==> config.mk <==
export PLATFORM = sky130hd
export DESIGN_NAME = ccr_regbank
export DESIGN_NICKNAME = d
export VERILOG_FILES = /design/src/ccr_pkg.sv /design/src/ccr_wd_if.sv /design/src/ccr_regbank.sv /design/src/ccr_write_detect.sv
export SDC_FILE = /design/constraint.sdc
export NUM_CORES = 1
export LEC_CHECK = 0
export BUFFER_PORTS_ARGS = -buffer_cell sky130_fd_sc_hd__buf_2
export CORE_MARGIN = 5
export CORE_UTILIZATION = 49
export DETAILED_ROUTE_END_ITERATION = 6
export HOLD_SLACK_MARGIN = 0.08
export MAX_ROUTING_LAYER = met4
export PLACE_DENSITY = 0.78
export SLEW_MARGIN = 20
export SYNTH_ARGS = -nofsm -noshare
export SYNTH_HDL_FRONTEND = slang
export SYNTH_SLANG_ARGS = --single-unit
==> constraint.sdc <==
create_clock -name clk -period 1.9 [get_ports clk]
set_clock_uncertainty 0.05 [all_clocks]
set_input_delay 0.19 -clock clk [delete_from_list [all_inputs] [get_ports clk]]
set_output_delay 0.19 -clock clk [all_outputs]
set_load 0.03 [all_outputs]
==> src/ccr_pkg.sv <==
// Constants shared by the clock chip configuration register bank.
package ccr_pkg;
	localparam int ADDR_W = 16;
	localparam int DATA_W = 8;
	// Register byte addresses.
	localparam logic [15:0] ADDR_CFG_A = 16'h0000;
	localparam logic [15:0] ADDR_CFG_B = 16'h0001;
	localparam logic [15:0] ADDR_RSVD_2 = 16'h0002;
	localparam logic [15:0] ADDR_CHIP_KIND = 16'h0003;
	localparam logic [15:0] ADDR_SERIAL_LO = 16'h0004;
	localparam logic [15:0] ADDR_SERIAL_HI = 16'h0005;
	localparam logic [15:0] ADDR_VERSION = 16'h0006;
	localparam logic [15:0] ADDR_RSVD_7 = 16'h0007;
	localparam logic [15:0] ADDR_RSVD_10 = 16'h000a;
	localparam logic [15:0] ADDR_PORT_VER = 16'h000b;
	localparam logic [15:0] ADDR_MAKER_LO = 16'h000c;
	localparam logic [15:0] ADDR_MAKER_HI = 16'h000d;
	localparam logic [15:0] ADDR_RSVD_14 = 16'h000e;
	localparam logic [15:0] ADDR_COMMIT = 16'h000f;
	localparam logic [15:0] ADDR_MULTIPIN = 16'h0100;
	// Field positions.
	localparam int CFGA_SOFT_HI = 7;
	localparam int CFGA_LSB_HI = 6;
	localparam int CFGA_ASC_HI = 5;
	localparam int CFGA_ASC_LO = 2;
	localparam int CFGA_LSB_LO = 1;
	localparam int CFGA_SOFT_LO = 0;
	localparam int CFGB_READ_BUF = 5;
	localparam int CFGB_KEEP_MAP = 4;
	localparam int COMMIT_BIT = 0;
	// Reset values and the commit code.
	localparam logic [7:0] CFG_A_RST = 8'h00;
	localparam logic [7:0] CFG_B_RST = 8'h00;
	localparam logic [7:0] MULTIPIN_RST = 8'h00;
	localparam logic [7:0] COMMIT_CODE = 8'h01;
	localparam logic [7:0] READ_ZERO = 8'h00;
	// Write-detect classes.
	localparam int WD_N = 7;
	typedef enum logic [2:0] {
		CCR_WD_NONE = 3'h0,
		CCR_WD_UNLOCK = 3'h1,
		CCR_WD_REF_FAULT = 3'h2,
		CCR_WD_LOCK_DROP = 3'h3,
		CCR_WD_WATCHDOG = 3'h4,
		CCR_WD_SYSCLK_TIMER = 3'h5,
		CCR_WD_FUNC_SWAP = 3'h6,
		CCR_WD_DEMAP = 3'h7
	} ccr_wd_class_t;
endpackage

==> src/ccr_wd_if.sv <==
// Link between the register bank and its write-detect logic.
`timescale 1ns/100ps
interface ccr_wd_if;
	import ccr_pkg::*;
	logic wr_pulse;
	ccr_wd_class_t wr_class;
	logic commit;
	logic [WD_N-1:0] hold;
	logic [WD_N-1:0] restart;
	modport bank (output wr_pulse, output wr_class, output commit, input hold, input restart);
	modport detect (input wr_pulse, input wr_class, input commit, output hold, output restart);
endinterface

==> src/ccr_regbank.sv <==
// Serial-port register bank front: port config, identity, commit and multipin modes.
`timescale 1ns/100ps
module ccr_regbank #(
	parameter logic [3:0] CHIP_KIND = 4'h1, // Arbitrary value.
	parameter logic [11:0] PART_SERIAL = 12'h123, // Arbitrary value.
	parameter logic [7:0] PART_VERSION = 8'h01, // Arbitrary value.
	parameter logic [7:0] PORT_VERSION = 8'h00,
	parameter logic [15:0] MAKER_CODE = 16'h1234, // Arbitrary value.
	parameter ccr_pkg::ccr_wd_class_t MULTIPIN_WD = ccr_pkg::CCR_WD_NONE
) (
	// Clock and reset.
	input wire logic clk,
	input wire logic rst_n,
	// Byte register port from the serial port engine.
	input wire logic [ccr_pkg::ADDR_W-1:0] reg_addr,
	input wire logic reg_wr,
	input wire logic reg_rd,
	input wire logic [ccr_pkg::DATA_W-1:0] reg_wdata,
	output logic [ccr_pkg::DATA_W-1:0] reg_rdata,
	output logic reg_rvalid,
	// Serial port controls.
	output logic lsb_first,
	output logic addr_ascend,
	output logic keep_map_reset,
	// Commit and multipin drive modes.
	output logic commit_pulse,
	output logic [7:0] multipin_drive_modes,
	// Lock report and write-detect effects.
	input wire logic lock_raw,
	output logic lock_report,
	output logic [ccr_pkg::WD_N-1:0] wd_hold,
	output logic [ccr_pkg::WD_N-1:0] wd_restart
);
	import ccr_pkg::*;

	ccr_wd_if wd ();

	logic [7:0] cfg_a_q;
	logic [7:0] cfg_a_d;
	logic read_buf_q;
	logic keep_map_q;
	logic commit_q;
	logic commit_d;
	logic soft_q;
	logic [7:0] mp_buf_q;
	logic [7:0] mp_buf_d;
	logic [7:0] mp_act_q;
	logic [7:0] mp_act_d;
	logic [7:0] rdata_q;
	logic rvalid_q;

	// Address decode.
	wire hit_cfg_a = reg_addr == ADDR_CFG_A;
	wire hit_cfg_b = reg_addr == ADDR_CFG_B;
	wire hit_commit = reg_addr == ADDR_COMMIT;
	wire hit_mp = reg_addr == ADDR_MULTIPIN;
	wire wr_cfg_a = reg_wr && hit_cfg_a;
	wire wr_cfg_b = reg_wr && hit_cfg_b;
	wire wr_commit = reg_wr && hit_commit && reg_wdata == COMMIT_CODE;
	wire wr_mp = reg_wr && hit_mp;

	// Either mirror copy of a control sets it; both copies then read back set, except the soft-reset pair, which clears one cycle later.
	wire soft_req = reg_wdata[CFGA_SOFT_HI] | reg_wdata[CFGA_SOFT_LO];
	wire lsb_req = reg_wdata[CFGA_LSB_HI] | reg_wdata[CFGA_LSB_LO];
	wire asc_req = reg_wdata[CFGA_ASC_HI] | reg_wdata[CFGA_ASC_LO];
	wire [7:0] cfg_a_mirror = {soft_req, lsb_req, asc_req, 2'b00, asc_req, lsb_req, soft_req};

	assign cfg_a_d = soft_q ? CFG_A_RST : (wr_cfg_a ? cfg_a_mirror : cfg_a_q);
	assign commit_d = soft_q ? 1'b0 : (wr_commit | (commit_q & 1'b0));
	assign mp_buf_d = soft_q ? MULTIPIN_RST : (wr_mp ? reg_wdata : mp_buf_q);
	assign mp_act_d = soft_q ? MULTIPIN_RST : (commit_q ? mp_buf_q : mp_act_q);

	// Read data: identity bytes are constants, unlisted or reserved addresses read zero.
	wire [7:0] mp_view = read_buf_q ? mp_buf_q : mp_act_q;
	wire [7:0] cfg_b_view = {2'b00, read_buf_q, keep_map_q, 4'h0};
	wire [7:0] rd_mux =
		hit_cfg_a ? cfg_a_q :
		hit_cfg_b ? cfg_b_view :
		(reg_addr == ADDR_CHIP_KIND) ? {4'h0, CHIP_KIND} :
		(reg_addr == ADDR_SERIAL_LO) ? {PART_SERIAL[3:0], 4'h0} :
		(reg_addr == ADDR_SERIAL_HI) ? PART_SERIAL[11:4] :
		(reg_addr == ADDR_VERSION) ? PART_VERSION :
		(reg_addr == ADDR_PORT_VER) ? PORT_VERSION :
		(reg_addr == ADDR_MAKER_LO) ? MAKER_CODE[7:0] :
		(reg_addr == ADDR_MAKER_HI) ? MAKER_CODE[15:8] :
		hit_commit ? {7'h00, commit_q} :
		hit_mp ? mp_view :
		READ_ZERO;

	always_ff @(posedge clk) begin
		if (!rst_n) begin
			cfg_a_q <= CFG_A_RST;
			soft_q <= 1'b0;
			commit_q <= 1'b0;
			mp_buf_q <= MULTIPIN_RST;
			mp_act_q <= MULTIPIN_RST;
		end else begin
			cfg_a_q <= cfg_a_d;
			soft_q <= wr_cfg_a & soft_req & ~soft_q;
			commit_q <= commit_d;
			mp_buf_q <= mp_buf_d;
			mp_act_q <= mp_act_d;
		end
	end

	always_ff @(posedge clk) begin
		if (!rst_n || soft_q) begin
			read_buf_q <= CFG_B_RST[CFGB_READ_BUF];
			keep_map_q <= CFG_B_RST[CFGB_KEEP_MAP];
		end else begin
			read_buf_q <= wr_cfg_b ? reg_wdata[CFGB_READ_BUF] : read_buf_q;
			keep_map_q <= wr_cfg_b & reg_wdata[CFGB_KEEP_MAP] & ~keep_map_q;
		end
	end

	always_ff @(posedge clk) begin
		if (!rst_n) begin
			rdata_q <= READ_ZERO;
			rvalid_q <= 1'b0;
		end else begin
			rdata_q <= reg_rd ? rd_mux : rdata_q;
			rvalid_q <= reg_rd;
		end
	end

	// Write-detect: only the multipin register can carry a class here.
	assign wd.wr_pulse = wr_mp && (MULTIPIN_WD != CCR_WD_NONE);
	assign wd.wr_class = MULTIPIN_WD;
	assign wd.commit = commit_q;

	ccr_write_detect u_wd (
		.clk(clk),
		.rst_n(rst_n),
		.wd(wd)
	);

	// Unlock and lock-drop classes hold the reported lock low until a commit.
	assign lock_report = lock_raw & ~wd.hold[0] & ~wd.hold[2];

	assign reg_rdata = rdata_q;
	assign reg_rvalid = rvalid_q;
	assign lsb_first = cfg_a_q[CFGA_LSB_LO];
	assign addr_ascend = cfg_a_q[CFGA_ASC_LO];
	assign keep_map_reset = keep_map_q;
	assign commit_pulse = commit_q;
	assign multipin_drive_modes = mp_act_q;
	assign wd_hold = wd.hold;
	assign wd_restart = wd.restart;
endmodule

==> src/ccr_write_detect.sv <==
// Write-detect side effects: one hold flag and one restart pulse per class.
`timescale 1ns/100ps
module ccr_write_detect (
	// Clock and reset.
	input wire logic clk,
	input wire logic rst_n,
	// Link to the bank.
	ccr_wd_if.detect wd
);
	import ccr_pkg::*;
	logic [WD_N-1:0] hold_q;
	logic [WD_N-1:0] hold_d;
	logic [WD_N-1:0] restart_q;
	logic [WD_N-1:0] restart_d;
	logic [WD_N-1:0] set_hit;

	genvar gi;
	generate
		for (gi = 0; gi < WD_N; gi++) begin : g_class
			// Class code gi+1 selects flag gi; a write in the commit cycle keeps the flag set.
			assign set_hit[gi] = wd.wr_pulse && (wd.wr_class == ccr_wd_class_t'(3'(gi + 1)));
			assign hold_d[gi] = set_hit[gi] | (hold_q[gi] & ~wd.commit);
			assign restart_d[gi] = wd.commit & hold_q[gi] & ~set_hit[gi];
		end
	endgenerate

	always_ff @(posedge clk) begin
		if (!rst_n) begin
			hold_q <= '0;
			restart_q <= '0;
		end else begin
			hold_q <= hold_d;
			restart_q <= restart_d;
		end
	end

	assign wd.hold = hold_q;
	assign wd.restart = restart_q;
endmodule

==> Flow_metrics.wiki, run 1 <==
{| class="wikitable"
! Metric !! Value
|-
| Status || finished, final reports clean
|-
| Type of the worst setup path || in -> reg
|-
| Clock edge transition at the registers on the reported setup and hold paths || 0.08 ns
|-
| Routability congestion estimate || ~0.9
|-
| Cell Chain, Critical Path || buf_2 > nor4_1 > and3_1 > o2111ai_1 > a211oi_1
|-
| PD cells || 749.6 nW/um^2
|-
| Total gr overflow || 0
|-
| Post-synth EDFFs || 0
|-
| Post-synthesis to final-layout area growth || 24.61%
|-
| Layout cells sized above 1 || 32.12%
|-
| Share of async-settable or async-resettable flops after synthesis || 0%
|-
| Number of buffers added by the clock tree synthesis step || 5
|-
| Core area || 3744 um^2
|-
| Post_cts resized || 0
|-
| Initial antenna violation count || 0
|-
| Part of the cycle the worst path needs || 74.11%
|-
| Critical path buffers and inverters || 1
|-
| Setup repair after global routing missed its margin || no
|-
| Per-instance average area after synthesis || 9.267 um^2
|-
| Area of placed instances || 2301 um^2
|-
| Starting density of the core || between 50% and 60%
|-
| P_leak || 1.037 nW
|-
| Peak ir drop on the vdd network || 0.7112 mV
|-
| Share of the synthesized area in the top cell type || a little under half
|-
| Post-route antenna net violation count || 0
|-
| Rows || 22
|-
| Nets in the synthesized netlist || 238
|-
| Number of maximum-capacitance constraint violations || 0
|-
| Via density per instance || 5.556
|-
| Number of distinct library cell variants in the gate-level netlist after synthesis || 45
|-
| Type of origin of the critical path || primary input
|-
| Number of cells after detailed placement || around 310
|-
| Largest area contributor in the synthesized netlist || dfxtp_1
|-
| Worst path required time || 2.06 ns
|-
| Total half-perimeter wirelength after legalization and detailed placement || 3726 um
|-
| Floorplan die height || 72.87 um
|-
| X dimension of the die || 72.87 um
|-
| Router iterations before antenna repair || 4
|-
| Final Util || 64.47%
|-
| Count of synthesis-stage warnings from yosys || 0
|-
| Number of setup buffers added after CTS || 0
|-
| Count of final setup violators || 0
|-
| Worst-path fanout max || 9
|-
| Post-route standard cell area excluding fillers || between 2000 and 2500 um^2
|-
| Transition time at the pin with the least slew margin || 0.4124 ns
|-
| Slowest stage cell, crit path || and3_1
|-
| Final-layout setup total negative slack || 0 ns
|-
| CP delay by family, top || simple AND/OR/NAND/NOR gates
|-
| Routed via count || 1789
|-
| Combined global-route utilization of all metal layers || 19.58%
|-
| Number of global-route vias before repair || 1607
|-
| CP endpoint kind || register
|-
| TritonCTS clock tree || yes
|-
| Hold/Removal Path Class || in -> reg
|-
| Root cell of the clock tree || clkbuf_8
|-
| Rel. slew slack || around 72%
|-
| Delay of the slowest critical-path stage || 0.45 ns
|-
| Data arrival at the endpoint of the critical path || approximately 1.6 ns
|-
| Count of final hold-check violations || 0
|-
| Average wire length per cell after detail routing || around 15 um
|-
| Top FF cell, synth || dfxtp_1
|-
| Final Critical Period || 1.408 ns
|-
| Die ar. || 5310 um^2
|-
| Maximum number of pins on one net before global-route repair || 20
|-
| Number of top-level pins || 65
|-
| Port buffer count || 64
|-
| Number of buffers on the longest clock path || 2
|-
| Timing-limited maximum frequency || 710.2 MHz
|-
| Antenna diodes || 0
|-
| Hold slack final || 0.1100 ns
|-
| Synthesized instance count || 209
|-
| Flops & latches, synth || 46
|-
| Cells taking the most area after synthesis || dfxtp_1, mux2i_1, nor2_1, nand3_1, a21oi_1
|-
| Hold-fix buffers at CTS || 0
|-
| Cell area after synthesis || 1937 um^2
|-
| Total number of clock tree sinks || 46
|-
| FILL cells || 324
|-
| DR DRC count || 0
|-
| Nets || 302
|-
| Detailed-route wire length || 4958 um
|-
| Initial drt markers || 130
|-
| Final Instance Count excl. Fillers || approximately 320
|-
| Share of the yosys chip area belonging to registers || 47.55%
|-
| Global-route wire length before repair || 8038 um
|-
| Worst-skew pair later-pin latency || 0.30 ns
|-
| H-Tree Depth || 2
|-
| Slew Limit Fails || 0
|}
[cells in the mapped netlist, drive strengths merged (2+ instances only)]
cell type  count
a31oi          2
clkbuf         7
a211oi         3
nand3         14
and4           2
inv            2
mux2           4
nand2          7
buf            7
and2           8
nor2          20
nand4          3
nor4           4
a21oi         13
nor3b          2
mux2i         13
nand2b         5
nand3b         4
o21ai         13
and3           9
nor3           3
dfxtp         46
[area by class of cell]
cell class,count,area [um^2],area share (%)
multi-input combinational,147,939.7,38.93
sequential,46,920.9,38.15
timing repair buffer,71,372.9,15.45
clock buffer,5,68.82,2.851
tap,48,60.06,2.488
clock inverter,3,43.79,1.814
inverter,2,7.507,0.3110
[cell usage in the layout (no fill, tap or decap), types with 5 or more instances in the layout]
master,instances
nand2b_1,5
nand2_1,7
clkbuf_8,5
nor2_1,20
dfxtp_1,46
nand3_1,14
mux2i_1,13
a21oi_1,13
and3_1,9
buf_4,7
buf_2,64
o21ai_0,13
and2_1,8
[flip-flops by register name (all words and copies together) (netlist names)]
signal                cells
read_buf_q                1
mp_buf_q                  8
keep_map_reset            1
reg_rdata                 8
u_wd.wd.hold              7
cfg_a_q                   3
u_wd.wd.restart           7
commit_pulse              1
multipin_drive_modes      8
soft_q                    1
reg_rvalid                1
[cells by family after synthesis]
logic type | after synthesis | synth area share (%)
AO/OA/AOI/OAI | 42 | 13.31
XOR/XNOR | 1 | 0.4523
buffers and inverters | 16 | 3.941
flip-flops | 46 | 47.55
multiplexers | 17 | 9.044
AND/OR/NAND/NOR | 87 | 25.71
[path summary, 6_finish.rpt]
path                      to       startpoint  slack, ns  cells past startpoint
min              mp_buf_q[2]     reg_wdata[2]       0.11                      3
max reg2reg     reg_rdata[2]       read_buf_q       0.54                      4
max             reg_rdata[4]      reg_addr[5]       0.49                      5
min reg2reg  u_wd.wd.hold[5]  u_wd.wd.hold[5]       0.43                      1
[power breakdown]
group / switching [W] / leakage [nW] / internal (W) / total, W
Combinational: 0.0000742 / 0.607 / 0.0000475 / 0.000122
Clock: 0.000326 / 0.0585 / 0.000394 / 0.000720
Sequential: 0.00000134 / 0.371 / 0.000966 / 0.000967
Total: 0.000401 / 1.04 / 0.00141 / 0.00181
[layer usage]
layer / GRT usage (%) / share of wire [%] / up-vias
met1: 28.13 / 48 / 816
met4: 4.098 / 0.46 / 0
met2: 28.26 / 43 / 80
met3: 4.132 / 8.4 / 4
met5: - / 0 / -
li1: - / - / 889
[worst register-to-register path, cell delays in order (launching register included)]
cell and delay [ns]:
dfxtp_1 0.41, mux2i_1 0.29, nor4b_1 0.09, o311ai_0 0.29, a21oi_1 0.11
[per-stage QoR]
stage | total power (W) | setup WS, ns
floorplan | 0.001058 | 0.3330
global route | 0.001885 | 0.3670
finish | 0.001809 | 0.4919
global placement | 0.001110 | 0.2968
CTS | 0.001817 | 0.5130
detailed placement | 0.001111 | 0.2113
Power figures use the tool's default switching activity.
==> run 2, diff against run 1 <==
==> constraint.sdc (replaced) <==
create_clock -name clk -period 1.4 [get_ports clk]
set_clock_uncertainty 0.05 [all_clocks]
set_input_delay 0.14 -clock clk [delete_from_list [all_inputs] [get_ports clk]]
set_output_delay 0.14 -clock clk [all_outputs]
set_load 0.03 [all_outputs]
==> run 2 against run 1 <==
Net effect:
- core utilization grew 5.7 points
- die area is the same
- largest power group unchanged
- clock power increased by 40%
- sequential power up 35%
- combinational power increased by 70%
- hold slack better by 0.054 ns
- setup slack worse by 0.43 ns
==> Flow_metrics.wiki, run 2 (synthesis results as in run 1) <==
{| class="wikitable"
! Metric !! Value
|-
| Floorplan die height || between 70 and 80 um
|-
| Type of the worst setup path || reg -> reg
|-
| Top library cells by usage in the layout, fill and taps aside || buf_2, dfxtp_1, buf_4
|-
| Core area || 3744 um^2
|-
| Setup repair after global routing missed its margin || yes
|-
| TritonCTS clock tree || yes
|-
| Total half-perimeter wirelength after legalization and detailed placement || 4059 um
|-
| Post-route antenna net violation count || 0
|-
| Number of setup buffers added after CTS || 0
|-
| Clock edge transition at the registers on the reported setup and hold paths || 0.10 ns
|-
| Reg2reg path depth || 4
|-
| Most common library cell in the layout ignoring fill and taps || buf_2
|-
| X dimension of the die || between 70 and 80 um
|-
| Number of top-level pins || 65
|-
| NetSw || about 0.00059 W
|-
| DR DRC count || 0
|-
| Pre-CTS WS || -0.2529 ns
|-
| Hold/Removal Path Class || in -> reg
|-
| Root cell of the clock tree || clkbuf_8
|-
| Worst hold path stage count || 3
|-
| P_leak || 1.150 nW
|-
| Critical path buffers and inverters || 1
|-
| Routability congestion estimate || between 0.9 and 1
|-
| Global-route wire length before repair || 8590 um
|-
| Initial antenna violation count || 0
|-
| Worst-skew pair later-pin latency || 0.31 ns
|-
| Nets || 325
|-
| Worst-path fanout max || 7
|-
| Worst path required time || 1.54 ns
|-
| Slew Limit Fails || 0
|-
| Count of cell instances traversed by the critical path || 4
|-
| Starting density of the core || 51.74%
|-
| Status || finished, final reports clean
|-
| Post-synthesis to final-layout area growth || 35.66%
|-
| Slowest stage cell, crit path || dfxtp_4
|-
| Internal Power || 0.001942 W
|-
| Total gr overflow || 0
|-
| Count of final setup violators || 0
|-
| Antenna diodes || 0
|-
| Data arrival at the endpoint of the critical path || ~1.5 ns
|-
| Share of total power in combinational logic || 8.2%
|-
| CP delay by family, top || flip-flops
|-
| Final Critical Period || 1.340 ns
|-
| Rel. slew slack || 73.55%
|-
| Maximum number of pins on one net before global-route repair || 17
|-
| Transition time at the pin with the least slew margin || 0.3931 ns
|-
| Rows || 22
|-
| Number of buffers added by the clock tree synthesis step || 5
|-
| Flop pwr share || 51.8%
|-
| CP endpoint kind || register
|-
| Sw frac || 23.25%
|-
| Average wire length per cell after detail routing || 15.47 um
|-
| Final Instance Count excl. Fillers || 345
|-
| Type of origin of the critical path || register
|-
| Part of the cycle the worst path needs || between 90% and 100%
|-
| Hold slack final || 0.1645 ns
|-
| Number of maximum-capacitance constraint violations || 0
|-
| Total number of clock tree sinks || 46
|-
| Combined global-route utilization of all metal layers || between 20% and 30%
|-
| Startpoint of the lowest-slack register-to-register path || read_buf_q
|-
| Reg-to-reg endpoint || reg_rdata[1]
|-
| R2R setup slack || 0.06 ns
|-
| FILL cells || 317
|-
| Detailed-route wire length || between 5000 and 6000 um
|-
| Count of final hold-check violations || 0
|-
| Final Util || 70.19%
|-
| Peak ir drop on the vdd network || 0.6861 mV
|-
| Die ar. || 5310 um^2
|-
| Number of buffers on the longest clock path || 2
|-
| Layout cells sized above 1 || a little over a third
|-
| Hold Path Origin || rst_n
|-
| Routed via count || 1906
|-
| Hold-critical path endpoint || reg_rdata[7]
|-
| Number of cells after detailed placement || 329
|-
| Number of global-route vias before repair || 1752
|-
| Cell Chain, Critical Path || buf_4 > mux2i_1 > o22a_1 > o21ai_0
|-
| Initial drt markers || 92
|-
| Port buffer count || 64
|-
| Least setup slack across all paths after layout || 0.05955 ns
|-
| Portion of total power attributed to the clock network || 40.0%
|-
| H-Tree Depth || 2
|-
| PD cells || 962.8 nW/um^2
|-
| Router iterations before antenna repair || 4
|-
| Timing-limited maximum frequency || 746.0 MHz
|-
| Via density per instance || 5.525
|-
| Delay of the slowest critical-path stage || just under 0.4 ns
|}
[run 2: cell count changes in the layout (fill, tap and decap cells not counted)]
cell           delta
and3_1            -1
and3_2            +1
buf_4            +15
dfxtp_1           -1
dfxtp_4           +1
dlygate4sd3_1     +8
mux2_2            -1
mux2_4            +1
nor4_1            -2
nor4_2            +2
o21ai_0           -1
o21ai_1           +1
o311ai_0          -1
o311ai_1          +1
[run 2: worst max path at each step]
stage                          from            to
CTS                      read_buf_q  reg_rdata[0]
detailed placement      reg_addr[6]  reg_rdata[4]
global placement        reg_addr[0]   mp_buf_q[7]
floorplan           u_wd.wd.hold[0]   lock_report
global route             read_buf_q  reg_rdata[0]
finish                   read_buf_q  reg_rdata[1]
[run 2: metal layers]
layer | share of wire [%] | track usage [%]
met5 | 0 | -
met4 | 0.92 | 6.967
met3 | 9.1 | 3.030
met2 | 47 | 33.37
met1 | 43 | 28.11
[run 2: cell type report]
type	count	area, um^2	share of cell area, %
inverter	2	7.507	0.2857
tap	48	60.06	2.286
multi-input combinational	147	957.2	36.43
clock inverter	3	43.79	1.667
clock buffer	5	68.82	2.619
sequential	46	924.6	35.19
timing repair buffer	94	565.5	21.52
[run 2: power groups by stage]
stage               Clock (W)  Sequential (W)  Combinational (W)
detailed placement          0         0.00134           0.000187
global placement            0         0.00134           0.000184
floorplan                   0         0.00135          0.0000830
CTS                   0.00100         0.00131           0.000204
finish                0.00101         0.00131           0.000208
global route          0.00107         0.00131           0.000226
[run 2: metrics by stage]
stage	setup TNS, ns	total power [W]	cell area (um^2)
6_report	0	0.002530	2628
5_1_grt	0	0.002605	2628
4_1_cts	0	0.002518	2606
3_5_place_dp	-3.267	0.001530	2414
3_3_place_gp	-1.674	0.001527	2414
2_1_floorplan	0	0.001435	1941
[run 2: worst register-to-register path, cell delays in order (launching register included)]
cell and delay, ns:
dfxtp_4 0.39, buf_4 0.17, mux2i_1 0.29, o22a_1 0.22, o21ai_0 0.09
[run 2: timing repair]
action / 4_1_cts / 5_1_grt
gates resized for setup: 1 / 7
hold buffers: 8 / 0
endpoints found under the setup margin: 1 / 10
endpoints found under the hold margin: 11 / 0
pin swaps: 0 / 2
